<file path="src/shared/spi_fault_defines.vh">
`ifndef SPI_FAULT_DEFINES_VH
`define SPI_FAULT_DEFINES_VH

// ----------
// clock and timing
// ----------
`define CLK_MHZ 125
`define SHORT_DLY_US 21
`define LONG_DLY_US 40
`define REARM_DLY_US 24
`define SHORT_DLY_CYC (`SHORT_DLY_US * `CLK_MHZ)
`define LONG_DLY_CYC (`LONG_DLY_US * `CLK_MHZ)
`define REARM_DLY_CYC (`REARM_DLY_US * `CLK_MHZ)

// ----------
// frame format
// ----------
`define FRAME_BITS 16
`define FRAME_MSB 15
`define BIT_MOD_W 3
`define BIT_MOD_ZERO 3'h0

// ----------
// diagnosis codes, reset values and delay counter width
// ----------
`define DIAG_NONE 2'h0
`define DIAG_OCT 2'h2
`define SHIFT_RST 16'h0000
`define DLY_CNT_W 13

`endif

</file>
<file path="src/core/sync2.v">
`timescale 1ns/1ps
// ----------
// two-stage synchroniser for pins from outside the mclk domain
// ----------
module sync2 #(
    parameter W = 1,
    parameter [W-1:0] RST_VAL = {W{1'b0}}
) (
    input wire mclk,
    input wire sys_rst,
    input wire [W-1:0] din,
    output reg [W-1:0] dout
);
    reg [W-1:0] meta; // first stage, read only by dout

    // first stage feeds second stage only
    always @(posedge mclk) begin
        if (sys_rst) begin
            meta <= RST_VAL;
            dout <= RST_VAL;
        end else begin
            meta <= din;
            dout <= meta;
        end
    end
endmodule

</file>
<file path="src/core/frame_buffer2.v">
`timescale 1ns/1ps
// ----------
// two-entry buffer with valid/ready on both sides
// ----------
module frame_buffer2 #(
    parameter W = 16
) (
    input wire mclk,
    input wire sys_rst,
    input wire in_valid,
    output wire in_ready,
    input wire [W-1:0] in_data,
    output wire out_valid,
    input wire out_ready,
    output wire [W-1:0] out_data
);
    reg [W-1:0] slot0; // entry storage
    reg [W-1:0] slot1;
    reg wr_ptr; // next slot to fill
    reg rd_ptr; // next slot to drain
    reg [1:0] fill; // entries held
    wire do_wr;
    wire do_rd;

    assign in_ready = (fill != 2'h2); // honest full
    assign out_valid = (fill != 2'h0); // honest empty
    assign out_data = rd_ptr ? slot1 : slot0;
    assign do_wr = in_valid & in_ready;
    assign do_rd = out_valid & out_ready;

    // storage writes
    always @(posedge mclk) begin
        if (sys_rst) begin
            slot0 <= {W{1'b0}};
            slot1 <= {W{1'b0}};
        end else if (do_wr) begin
            if (wr_ptr) begin
                slot1 <= in_data;
            end else begin
                slot0 <= in_data;
            end
        end
    end

    // pointers and fill level
    always @(posedge mclk) begin
        if (sys_rst) begin
            wr_ptr <= 1'b0;
            rd_ptr <= 1'b0;
            fill <= 2'h0;
        end else begin
            if (do_wr) begin
                wr_ptr <= ~wr_ptr;
            end
            if (do_rd) begin
                rd_ptr <= ~rd_ptr;
            end
            if (do_wr & ~do_rd) begin
                fill <= fill + 2'h1;
            end else if (do_rd & ~do_wr) begin
                fill <= fill - 2'h1;
            end
        end
    end
endmodule

</file>
<file path="src/core/spi_frame_and_fault_latch.v">
`timescale 1ns/1ps
`include "spi_fault_defines.vh"
// Operation
// RQ1 - overload fault latches channel off until cleared
// RQ2 - event during diagnosis write stored afterwards
// RQ3 - reverse comparator works only when enabled
// RQ4 - reverse detect drives channel on until limit
// RQ5 - after trip wait zero, then rearm delay
// RQ6 - high threshold trips after short delay
// RQ7 - low threshold trips after long delay
// RQ8 - four-wire full-duplex slave, host is master
// RQ9 - chip select fall starts a new frame
// RQ10 - input bit captured on clock falling edge
// RQ11 - output bit shifted on clock rising edge
// RQ12 - frame evaluated at chip select rise
// RQ13 - only multiples of eight bits accepted
// RQ14 - input bits pass through to output
// RQ15 - standard frame is sixteen bits
// RQ16 - host keeps serial clock at most 5 MHz; the bench host model runs it at 6.25 MHz
// RQ17 - overload fault reported as code 10
// RQ18 - diagnosis clear releases the fault latch
// RQ19 - data output released while deselected
module spi_frame_and_fault_latch #(
    parameter N = 10,
    parameter SHORT_DLY_CYC = `SHORT_DLY_CYC,
    parameter LONG_DLY_CYC = `LONG_DLY_CYC,
    parameter REARM_DLY_CYC = `REARM_DLY_CYC
) (
    input wire mclk,
    input wire sys_rst,
    input wire sclk_pin,
    input wire cs_n_pin,
    input wire sdi_pin,
    output reg sdo,
    output wire sdo_oe,
    input wire [`FRAME_MSB:0] tx_word,
    output wire [`FRAME_MSB:0] rx_word,
    output wire rx_valid,
    input wire rx_ready,
    output reg frame_overrun,
    input wire [N-1:0] channel_cmd,
    input wire [N-1:0] over_high_pin,
    input wire [N-1:0] over_low_pin,
    input wire [N-1:0] over_temp_pin,
    input wire [N-1:0] rev_detect_pin,
    input wire [N-1:0] rev_over_pin,
    input wire [N-1:0] rev_zero_pin,
    input wire diag_busy,
    input wire [N-1:0] diagnosis_clear_command,
    input wire reverse_comparator_enable,
    output reg [N-1:0] gate_on,
    output wire [2*N-1:0] diag_code,
    output wire [N-1:0] fault_latched,
    output wire [N-1:0] rev_on
);

    // ----------
    // state codes of the reverse comparator
    // ----------
    localparam [1:0] REV_ARMED = 2'h0; // waiting for reverse current
    localparam [1:0] REV_ACTIVE = 2'h1; // holding channel on
    localparam [1:0] REV_WAIT = 2'h2; // tripped, waiting for zero
    localparam [1:0] REV_REARM = 2'h3; // counting rearm delay

    localparam [`DLY_CNT_W-1:0] SHORT_CNT = SHORT_DLY_CYC[`DLY_CNT_W-1:0];
    localparam [`DLY_CNT_W-1:0] LONG_CNT = LONG_DLY_CYC[`DLY_CNT_W-1:0];
    localparam [`DLY_CNT_W-1:0] REARM_CNT = REARM_DLY_CYC[`DLY_CNT_W-1:0];

    // ----------
    // pin synchronisers
    // ----------
    wire sclk_s; // synchronised serial clock
    wire cs_n_s; // synchronised chip select, low active
    wire sdi_s; // synchronised serial data in
    wire [N-1:0] hi_s; // high threshold comparator
    wire [N-1:0] lo_s; // low threshold comparator
    wire [N-1:0] ot_s; // over temperature flag
    wire [N-1:0] rd_s; // reverse current seen
    wire [N-1:0] ro_s; // reverse current beyond switch-off level
    wire [N-1:0] rz_s; // reverse current back to zero

    // serial pins; chip select resets high so no false frame start
    sync2 #(
        .W(3),
        .RST_VAL(3'h2)
    ) u_sync_link (
        .mclk(mclk),
        .sys_rst(sys_rst),
        .din({sclk_pin, cs_n_pin, sdi_pin}),
        .dout({sclk_s, cs_n_s, sdi_s})
    );

    // analogue comparator outputs, all channels in one bank
    sync2 #(
        .W(6*N),
        .RST_VAL({(6*N){1'b0}})
    ) u_sync_ana (
        .mclk(mclk),
        .sys_rst(sys_rst),
        .din({over_high_pin, over_low_pin, over_temp_pin,
              rev_detect_pin, rev_over_pin, rev_zero_pin}),
        .dout({hi_s, lo_s, ot_s, rd_s, ro_s, rz_s})
    );

    // ----------
    // edge detection on the synchronised link
    // ----------
    reg sclk_q; // last sampled serial clock
    reg cs_n_q; // last sampled chip select
    wire sclk_rise;
    wire sclk_fall;
    wire cs_fall;
    wire cs_rise;
    wire selected;

    // previous values for edge finding
    always @(posedge mclk) begin
        if (sys_rst) begin
            sclk_q <= 1'b0;
            cs_n_q <= 1'b1;
        end else begin
            sclk_q <= sclk_s;
            cs_n_q <= cs_n_s;
        end
    end

    assign sclk_rise = sclk_s & ~sclk_q;
    assign sclk_fall = ~sclk_s & sclk_q;
    assign cs_fall = ~cs_n_s & cs_n_q; // RQ9
    assign cs_rise = cs_n_s & ~cs_n_q; // RQ12
    assign selected = ~cs_n_s; // RQ8

    // output driven only while selected, shared line otherwise
    assign sdo_oe = selected; // RQ19

    // ----------
    // frame shifter
    // ----------
    // one register serves both directions: bits leave at the top and
    // arrive at the bottom, which is what makes daisy chaining work
    reg [`FRAME_MSB:0] shifter; // shared in/out shift register
    reg [`BIT_MOD_W-1:0] bit_mod; // modulo-8 bit counter
    reg any_bit; // at least one bit clocked this frame
    reg [`FRAME_MSB:0] word_hold; // frame waiting for the buffer
    reg push; // one-cycle frame accept strobe
    wire buf_ready; // buffer can take a word
    wire frame_ok;

    // a frame is good only on a whole number of bytes
    assign frame_ok = any_bit & (bit_mod == `BIT_MOD_ZERO); // RQ13

    // shift engine, clocked by edges found in mclk
    always @(posedge mclk) begin
        if (sys_rst) begin
            shifter <= `SHIFT_RST;
            bit_mod <= `BIT_MOD_ZERO;
            any_bit <= 1'b0;
            sdo <= 1'b0;
        end else if (cs_fall) begin
            // new frame: load reply, first bit visible at once
            shifter <= tx_word; // RQ9
            bit_mod <= `BIT_MOD_ZERO;
            any_bit <= 1'b0;
            sdo <= tx_word[`FRAME_MSB];
        end else if (selected & sclk_rise) begin
            // present the top bit on the rising edge
            sdo <= shifter[`FRAME_MSB]; // RQ11
        end else if (selected & sclk_fall) begin
            // sample on the falling edge; old top bit moves on
            shifter <= {shifter[`FRAME_MSB-1:0], sdi_s}; // RQ10 RQ14
            bit_mod <= bit_mod + 3'h1; // RQ13
            any_bit <= 1'b1;
        end
    end

    // ----------
    // frame evaluation at chip select release
    // ----------
    // the sixteen bits in the shifter form the word, eight of them reply bits for an 8-bit frame; longer daisy
    // frames keep only the tail, which is this device's own slot
    always @(posedge mclk) begin
        if (sys_rst) begin
            push <= 1'b0;
            word_hold <= `SHIFT_RST;
        end else begin
            push <= 1'b0;
            if (cs_rise & frame_ok) begin
                push <= 1'b1; // RQ12
                word_hold <= shifter; // RQ15
            end
        end
    end

    // a full buffer cannot stall the master, so flag the loss
    always @(posedge mclk) begin
        if (sys_rst) begin
            frame_overrun <= 1'b0;
        end else begin
            frame_overrun <= push & ~buf_ready;
        end
    end

    // ----------
    // received word buffer
    // ----------
    frame_buffer2 #(
        .W(`FRAME_BITS)
    ) u_rx_buf (
        .mclk(mclk),
        .sys_rst(sys_rst),
        .in_valid(push),
        .in_ready(buf_ready),
        .in_data(word_hold),
        .out_valid(rx_valid),
        .out_ready(rx_ready),
        .out_data(rx_word)
    );

    // ----------
    // per-channel protection logic
    // ----------
    wire [N-1:0] next_gate; // per-channel gate decision
    genvar g;
    generate
        for (g = 0; g < N; g = g + 1) begin : chan
            reg latched; // fault latch, holds channel off
            reg pending; // event caught during diagnosis write
            reg [1:0] code; // diagnosis field
            reg [`DLY_CNT_W-1:0] ovl_cnt; // overload delay counter
            reg [1:0] rev_state; // reverse comparator state
            reg [`DLY_CNT_W-1:0] rev_cnt; // rearm delay counter
            wire driving; // output currently on
            wire ovl_trip; // overload delay elapsed
            wire trip; // any protection event
            wire clr; // diagnosis clear for this channel

            assign driving = gate_on[g];
            assign clr = diagnosis_clear_command[g];

            // high threshold uses the short delay, low alone the long one
            assign ovl_trip = driving &
                ((hi_s[g] & (ovl_cnt >= SHORT_CNT - 1'b1)) | // RQ6
                 (~hi_s[g] & lo_s[g] & (ovl_cnt >= LONG_CNT - 1'b1))); // RQ7
            // temperature trips without delay
            assign trip = ovl_trip | (driving & ot_s[g]);

            // overload counter runs only while on and above a threshold
            always @(posedge mclk) begin
                if (sys_rst) begin
                    ovl_cnt <= {`DLY_CNT_W{1'b0}};
                end else if (driving & (hi_s[g] | lo_s[g]) & ~ovl_trip) begin
                    ovl_cnt <= ovl_cnt + 1'b1; // RQ6 RQ7
                end else begin
                    ovl_cnt <= {`DLY_CNT_W{1'b0}};
                end
            end

            // fault latch: a new trip wins over a clear in the same cycle
            always @(posedge mclk) begin
                if (sys_rst) begin
                    latched <= 1'b0;
                end else if (trip) begin
                    latched <= 1'b1; // RQ1
                end else if (clr) begin
                    latched <= 1'b0; // RQ18
                end
            end

            // diagnosis store, deferred while a write is under way
            always @(posedge mclk) begin
                if (sys_rst) begin
                    pending <= 1'b0;
                    code <= `DIAG_NONE;
                end else if (diag_busy) begin
                    // hold the event until the write finishes
                    if (trip) begin
                        pending <= 1'b1; // RQ2
                    end
                end else if (trip | pending) begin
                    code <= `DIAG_OCT; // RQ2 RQ17
                    pending <= 1'b0;
                end else if (clr) begin
                    code <= `DIAG_NONE; // RQ18
                end
            end

            // reverse comparator sequence
            always @(posedge mclk) begin
                if (sys_rst) begin
                    rev_state <= REV_ARMED;
                    rev_cnt <= {`DLY_CNT_W{1'b0}};
                end else begin
                    case (rev_state)
                        REV_ARMED: begin
                            // only an enabled comparator reacts
                            if (reverse_comparator_enable & rd_s[g] & ~ro_s[g]) begin
                                rev_state <= REV_ACTIVE; // RQ3 RQ4
                            end
                        end
                        REV_ACTIVE: begin
                            if (~reverse_comparator_enable) begin
                                rev_state <= REV_ARMED; // RQ3
                            end else if (ro_s[g]) begin
                                rev_state <= REV_WAIT; // RQ4
                            end else if (~rd_s[g]) begin
                                rev_state <= REV_ARMED;
                            end
                        end
                        REV_WAIT: begin
                            // off until the reverse current is gone
                            if (rz_s[g]) begin
                                rev_state <= REV_REARM; // RQ5
                                rev_cnt <= {`DLY_CNT_W{1'b0}};
                            end
                        end
                        default: begin
                            // current back: restart the wait
                            if (~rz_s[g]) begin
                                rev_state <= REV_WAIT;
                            end else if (rev_cnt >= REARM_CNT - 1'b1) begin
                                rev_state <= REV_ARMED; // RQ5
                            end else begin
                                rev_cnt <= rev_cnt + 1'b1;
                            end
                        end
                    endcase
                end
            end

            assign rev_on[g] = (rev_state == REV_ACTIVE) & reverse_comparator_enable;
            assign fault_latched[g] = latched;
            assign diag_code[2*g+1:2*g] = code;

            // gate: latch overrides both command and reverse drive
            assign next_gate[g] = ~latched & ~trip & (channel_cmd[g] | rev_on[g]); // RQ1 RQ4
        end
    endgenerate

    // one register for all gates, so each bit has a single driver
    always @(posedge mclk) begin
        if (sys_rst) begin
            gate_on <= {N{1'b0}};
        end else begin
            gate_on <= next_gate;
        end
    end

endmodule

</file>
<file path="config.mk">
export PLATFORM = sky130hd
export DESIGN_NAME = spi_frame_and_fault_latch
export DESIGN_NICKNAME = d
export VERILOG_FILES = /design/src/core/sync2.v /design/src/core/frame_buffer2.v /design/src/core/spi_frame_and_fault_latch.v
export VERILOG_INCLUDE_DIRS = /design/src /design/src/shared
export SDC_FILE = /design/constraint.sdc
export NUM_CORES = 1
export LEC_CHECK = 0
export ABC_AREA = 1
export BUFFER_PORTS_ARGS = -buffer_cell sky130_fd_sc_hd__buf_4
export CORE_UTILIZATION = 40
export DETAILED_ROUTE_END_ITERATION = 7
export MAX_ROUTING_LAYER = met4
export SLEW_MARGIN = 40
export SYNTH_ARGS = -nofsm -noshare
export SYNTH_HDL_FRONTEND = slang
export SYNTH_SLANG_ARGS = --single-unit
</file>
<file path="constraint.sdc">
create_clock -name mclk -period 1.8 [get_ports mclk]
set_input_delay 0.18 -clock mclk [delete_from_list [all_inputs] [get_ports mclk]]
set_output_delay 0.18 -clock mclk [all_outputs]
set_load 0.05 [all_outputs]
</file>
==> out/metrics.yaml, run 1 <==
place:
  gp_congestion: 0.864
  io_buffers: 163
  dp_hpwl_um: 37900
  place_ws_ns: 0.0616
worst_hold_path:
  worstHoldStart: "channel_cmd[9]"
  hold_depth: 3
  hold_end: "gate_on[9]$_SDFF_PP0_"
  hold_class: "in2reg"
floorplanning:
  die_area_um2: 60400
  start_util: 0.404
  fp-row-count: 89
  ios: 174
  die_w_um: 246
  die_y_um: 246
  core-area_um2: 58900
grt:
  grt_pass1_vias: 19300
  top_usage_layer: "met2"
  grt_pass1_wl_um: 91400
  grt_start_max_net_pins: 61
  grt_antenna_before_repair: 3
  grt_use_met1: 0.248
  grt-ovfl-total: 0
  grtUsageMet2: 0.287
  grt_use_total: 0.185
  use_met3: 0.0292
timing:
  max_freq_mhz: 570
  relSlewSlack: 0.602
  fin_crit_ns: 1.76
  worst_pin_slew_ns: 0.596
  fin_tns_setup_ns: 0
  hold_violations: 0
  setup_viol: 0
  grt_setup_unrepaired: "yes"
  fin_worst_skew_ns: 0.0170
  period_share: 0.975
  fin_ws_ns: 0.0442
  whs_ns: 0.0589
  slew_violations: 0
pwr:
  p_leak_nw: 12.1
  p_total_mw: 26.5
  power_density_nw_per_um2: 882
  ir_drop_mv: 0.687
synth:
  synth_area_leaders: "dfxtp_1, nor2_1, nand2_1"
  synth_seq_area_share: 0.440
  synth-compound-area-share: 0.100
  synth_top_family_by_area: "simple AND/OR/NAND/NOR gates"
  yosys.area_share.simple: 0.307
  syn-cell-area_um2: 23800
  synth_top_cell_by_area: "dfxtp_1"
  synthXorXnorAreaFrac: 0.0390
  synth-main-ff-cell: "dfxtp_1"
  yosysMostFrequentCell: "nor2_1"
  ys.warnings.count: 0
  synth_cells: 3322
  synth_seq_cells: 523
  synthArstFlopShare: 0
  synthAdderAreaFrac: 0.0174
  synth_top_area_frac: 0.440
  synth_edf_count: 0
  synthTopCellsByCount: "nor2_1, nand2_1, dfxtp_1"
  yosys-mux-area-fraction: 0
  syn_avg_cell_area_um2: 7.16
  yosys.cell_types.count: 55
clock_network:
  ctsLongestPathBuffers: 3
  cts_tree: "done"
  cts_root_buffer: "clkbuf_16"
  h-tree-depth: 2
  cts_buffers: 56
  clk_pin_slew_ns: 0.06
  clock_sinks: 523
  clkLatencyLatePin_ns: 0.61
worst_setup_path:
  worst_r2r_path_depth: 11
  crit_arrival_ns: 1.58
  worstPathRequired_ns: 1.62
  endpoint_kind: "output port"
  crit_fanout: 16
  path_class: "reg2out"
  reg2reg_to: "chan[8].ovl_cnt[12]$_SDFF_PP0_"
  r2r_slack_ns: 0.09
  startpoint_type: "flop"
  rr_startpoint: "chan[8].ovl_cnt[0]$_SDFF_PP0_"
routing:
  post_drt_via_cell_ratio: 4.73
  drt_iter0_drc: 1069
  drt_wl_total_um: 55800
  post-route-drc-count: 0
  drtAntennaViolNets: 0
  num_vias: 21200
  dr.pass1.iters: 5
  wl_per_cell_um: 12.4
finish:
  area_growth_pct: 26.1
  n_fill_cell: 5731
  drive_above_1_share: 0.145
  num-nets-final: 3803
  num_antenna_cells: 0
outcome:
  outcome: "finished clean"
run:
  maxCapViolations: 0
how the worst max path moves through the flow:
stage / startpoint / endpoint / cells after the start
2_1_floorplan: reverse_comparator_enable / gate_on[7]$_SDFF_PP0_ / 6
3_3_place_gp: chan[9].rev_cnt[0]$_SDFFE_PP0P_ / chan[9].rev_cnt[10]$_SDFFE_PP0P_ / 11
3_5_place_dp: chan[9].rev_cnt[0]$_SDFFE_PP0P_ / chan[9].rev_cnt[10]$_SDFFE_PP0P_ / 11
4_1_cts: chan[6].rev_state[0]$_SDFFE_PP0P_ / rev_on[6] / 3
5_1_grt: chan[3].rev_cnt[0]$_SDFFE_PP0P_ / chan[3].rev_cnt[10]$_SDFFE_PP0P_ / 10
6_report: u_rx_buf.rd_ptr$_SDFFE_PP0P_ / rx_word[14] / 3
worst max-delay path: stages (launching register included):
cell       delay (ns)
dfxtp_2          0.36
clkbuf_16        0.20
o21ai_1          0.22
buf_6            0.19
cell type report:
class | instances | area, µm² | area share
clock buffer | 76 | 1620 | 0.0539
clock inverter | 29 | 474 | 0.0158
inverter | 451 | 1700 | 0.0566
multi-input combinational | 2246 | 11300 | 0.378
sequential | 523 | 10500 | 0.350
tap | 773 | 967 | 0.0322
timing repair buffer | 388 | 3390 | 0.113
logic make-up after synthesis:
group / Yosys count
other: 1
and+or+nand+nor: 1657
DFF: 523
buffers and inverters: 563
AOI/OAI and AO/OA: 439
adders and majority gates: 33
xor gates and xnor gates: 106
flip-flops by register name, summed over array words and instances (netlist names), 16 cells and up:
name             cells
chan.ovl_cnt       130
chan.rev_cnt       130
chan.rev_state      20
shifter             16
u_rx_buf.slot0      16
u_rx_buf.slot1      16
u_sync_ana.dout     60
u_sync_ana.meta     60
word_hold           16
report_power, final:
| part | switching (mW) | total [mW] | internal (mW) |
|---|---|---|---|
| sequential | 0.152 | 12.0 | 11.8 |
| combinational | 0.947 | 1.62 | 0.673 |
| clock | 4.85 | 12.9 | 8.02 |
| total | 5.95 | 26.5 | 20.5 |
placed cells by master, fill, tap and decap left out, types with 11 or more instances in the layout:
master	count
nor3b_1	30
ha_1	30
nor3_1	89
a21oi_2	16
dfxtp_2	20
nand3_1	221
dfxtp_1	503
inv_1	425
nor3_2	16
bufinv_16	12
xor2_1	85
clkbuf_16	59
nand2_2	16
clkbuf_8	12
nand2_1	547
dlygate4sd3_1	102
nor2_1	591
a31oi_1	32
a21oi_1	217
buf_4	253
xnor2_1	21
buf_6	21
or2_2	11
o21ai_0	128
inv_2	16
o21ai_1	15
nand4_1	73
metal layers:
layer,up-vias,part of all wire
met5,-,0
met2,365,0.44
met1,9462,0.50
met3,87,0.046
li1,11300,-
met4,0,0.020
stage by stage:
stage | std cells | utilization | area (µm²)
floorplan | 3331 | - | 23800
global placement | 4253 | 0.446 | 26300
detailed placement | 4253 | 0.446 | 26300
CTS | 4465 | 0.502 | 29600
global route | 4486 | 0.509 | 30000
finish | 4486 | 0.509 | 30000
repair_timing:
item,CTS,global route
resized for setup,57,68
endpoints found under the setup margin,26,113
cloned,0,3
buffers inserted,5,18
endpoints found under the hold margin,115,0
hold buffers,102,0
pin swaps,5,17
Power figures use the tool's default switching activity.
==> run 2, diff against run 1 <==
--- a/config.mk
+++ b/config.mk
@@ -9,6 +9,7 @@
 export ABC_AREA = 1
 export BUFFER_PORTS_ARGS = -buffer_cell sky130_fd_sc_hd__buf_4
 export CORE_UTILIZATION = 40
+export CTS_BUF_LIST = sky130_fd_sc_hd__clkbuf_2
 export DETAILED_ROUTE_END_ITERATION = 7
 export MAX_ROUTING_LAYER = met4
 export SLEW_MARGIN = 40
==> out/metrics.yaml, run 2 (synthesized netlist as in run 1, its figures left out) <==
routing:
  post_drt_via_cell_ratio: 4.74  # +0.28%
  dr.pass1.iters: 5  # unchanged
  num_vias: 23200  # +9.4%
  drt_iter0_drc: 1192  # +12%
  drt_wl_total_um: 64500  # +16%
  post-route-drc-count: 0  # unchanged
  drtAntennaViolNets: 0  # unchanged
  wl_per_cell_um: 13.2  # +6.1%
timing:
  hold_violations: 0  # unchanged
  setup_viol: 61  # +61
  fin_ws_ns: -0.670  # -0.714 ns
  worst_pin_slew_ns: 0.895  # +0.299 ns
  relSlewSlack: 0.404  # -0.199
  fin_crit_ns: 2.47  # +0.714 ns
  whs_ns: 0.235  # +0.176 ns
  grt_setup_unrepaired: "yes"
  max_freq_mhz: 405  # -29%
  period_share: 1.37  # +0.397
  fin_worst_skew_ns: 0.0933  # +0.0763 ns
  fin_tns_setup_ns: -22.01  # -22.01 ns
  slew_violations: 0  # unchanged
pwr:
  p_clk_frac: 0.381  # -0.106
  combinationalPowerShare: 0.098  # +0.037
  sw_frac_of_total: 0.280  # +0.0554
  ir_drop_mv: 0.533  # -22%
  power_frac_seq: 0.521  # +0.069
  intPower_mw: 16.5  # -20%
  p_total_mw: 22.9  # -13%
  p_leak_nw: 13.4  # +11%
  power_density_nw_per_um2: 708  # -20%
  p_switching_mw: 6.42  # +7.9%
finish:
  final_cell_mix: "nor2_1, nand2_1, dfxtp_1"
  reg.largest.list: "chan.ovl_cnt (130), chan.rev_cnt (130)"
  num-nets-final: 4154  # +9.2%
  n_fill_cell: 5451  # -4.9%
  area_growth_pct: 36.0
  drive_above_1_share: 0.191  # +0.0457
  final_area_um2: 32300  # +7.8%
  final_common_cell: "nor2_1"
worst_setup_path:
  path_class: "reg2out"
  path_cells: "buf_16, o21ai_4, buf_6"
  crit_start: "u_rx_buf.rd_ptr$_SDFFE_PP0P_"
  rr_startpoint: "chan[1].rev_state[1]$_SDFFE_PP0P_"
  r2r_slack_ns: 0.04  # -0.05 ns
  endpoint: "rx_word[1]"
  reg2reg_to: "chan[1].rev_cnt[3]$_SDFFE_PP0P_"
  crit_arrival_ns: 2.29  # +0.71 ns
  worst-path-stages: 3  # unchanged
  crit_buf_inv: 2  # unchanged
  crit_fanout: 16  # unchanged
  cp_top_family: "flip-flops"
  worstPathRequired_ns: 1.62  # about the same
  cp_slowest_cell: "dfxtp_4"
  startpoint_type: "flop"
  cpPeakStageDelay_ns: 0.39  # +0.03 ns
  endpoint_kind: "output port"
  worst_r2r_path_depth: 10  # -1
floorplanning:
  die_y_um: 246  # unchanged
  ios: 174  # unchanged
  core-area_um2: 58900  # unchanged
  fp-row-count: 89  # unchanged
  start_util: 0.404  # unchanged
  die_area_um2: 60400  # unchanged
  die_w_um: 246  # unchanged
clock_network:
  clk_pin_slew_ns: 0.09  # +0.03 ns
  h-tree-depth: 4  # +2
  clkLatencyLatePin_ns: 1.35  # +0.74 ns
  ctsLongestPathBuffers: 3  # unchanged
  clock_sinks: 523  # unchanged
  cts_tree: "done"
  cts_buffers: 145  # +160%
  cts_root_buffer: "clkbuf_2"
run:
  maxCapViolations: 0  # unchanged
grt:
  grt_pass1_vias: 22100  # +15%
  grt_use_total: 0.216  # +0.0311
  grt_antenna_before_repair: 8  # +5
  grt_start_max_net_pins: 61  # unchanged
  grt-ovfl-total: 0  # unchanged
  grt_pass1_wl_um: 104000  # +14%
outcome:
  violations: "negative setup slack"
  outcome: "finished with violations"
place:
  gp_congestion: 0.864  # unchanged
  dpl_cell_area_um2: 26300  # unchanged
  place_ws_ns: 0.0616  # unchanged
  io_buffers: 163  # unchanged
  dp_hpwl_um: 37900  # unchanged
worst_hold_path:
  hold_class: "in2reg"
-- run 2: worst min path at each step --
stage	endpoint	slack, ns	cells past startpoint	startpoint
detailed placement	u_sync_link.meta[1]$_SDFF_PP1_	0.37	2	cs_n_pin
CTS	chan[6].latched$_SDFFE_PP0P_	0.004	6	diagnosis_clear_command[6]
floorplan	u_sync_link.meta[1]$_SDFF_PP1_	0.28	1	cs_n_pin
global route	shifter[9]$_SDFFE_PP0P_	0.08	5	tx_word[9]
global placement	u_sync_link.meta[1]$_SDFF_PP1_	0.37	2	cs_n_pin
finish	chan[7].latched$_SDFFE_PP0P_	0.24	6	diagnosis_clear_command[7]
-- run 2: layout make-up --
cell class              instances  area (µm²)  area share
clock inverters                39         305     0.00944
repair buffers                649        6210       0.192
flip-flops and latches        523       10600       0.328
well taps                     773         967      0.0299
clock buffers                 199         996      0.0308
inverters                     451        1710      0.0530
diodes                         11        27.5    0.000851
multi-input cells            2247       11500       0.356
-- run 2: worst register-to-register path, cell delays in order (launching register included) --
cell and delay, ns:
dfxtp_4 0.39, buf_4 0.13, nand2_2 0.09, a211oi_4 0.22, o2111ai_2 0.18, nand2_2 0.15
clkinv_4 0.12, nand2_4 0.16, nand2_1 0.09, nand2_1 0.06, a21oi_1 0.04
-- run 2: repair_timing --
| item | in CTS | in global routing |
|---|---|---|
| hold endpoints to repair | 523 | 22 |
| hold buffers | 314 | 2 |
| setup endpoints to repair | 60 | 171 |
| setup buffers | 53 | 19 |
| gates resized for setup | 234 | 88 |
| pin swaps | 20 | 15 |
| gates cloned | 1 | 4 |
-- run 2: power by group through the flow --
stage	logic, mW	clock network (mW)	registers, mW
6_report	2.25	8.73	11.9
5_1_grt	2.42	9.78	12.0
4_1_cts	2.12	9.10	11.9
3_5_place_dp	1.37	0	12.2
3_3_place_gp	1.36	0	12.2
2_1_floorplan	0.795	0	12.2
-- run 2: routing by layer --
metal,vias to the layer above,wire [µm],GRT usage
met5,-,0,-
met4,0,1710,0.0904
met3,149,3300,0.0476
met2,492,30300,0.349
met1,10500,29200,0.259
li1,12100,-,-
-- run 2: stage by stage --
step | utilization | std cells
2_1_floorplan | - | 3331
3_3_place_gp | 0.446 | 4253
3_5_place_dp | 0.446 | 4253
4_1_cts | 0.540 | 4859
5_1_grt | 0.549 | 4891
6_report | 0.549 | 4892
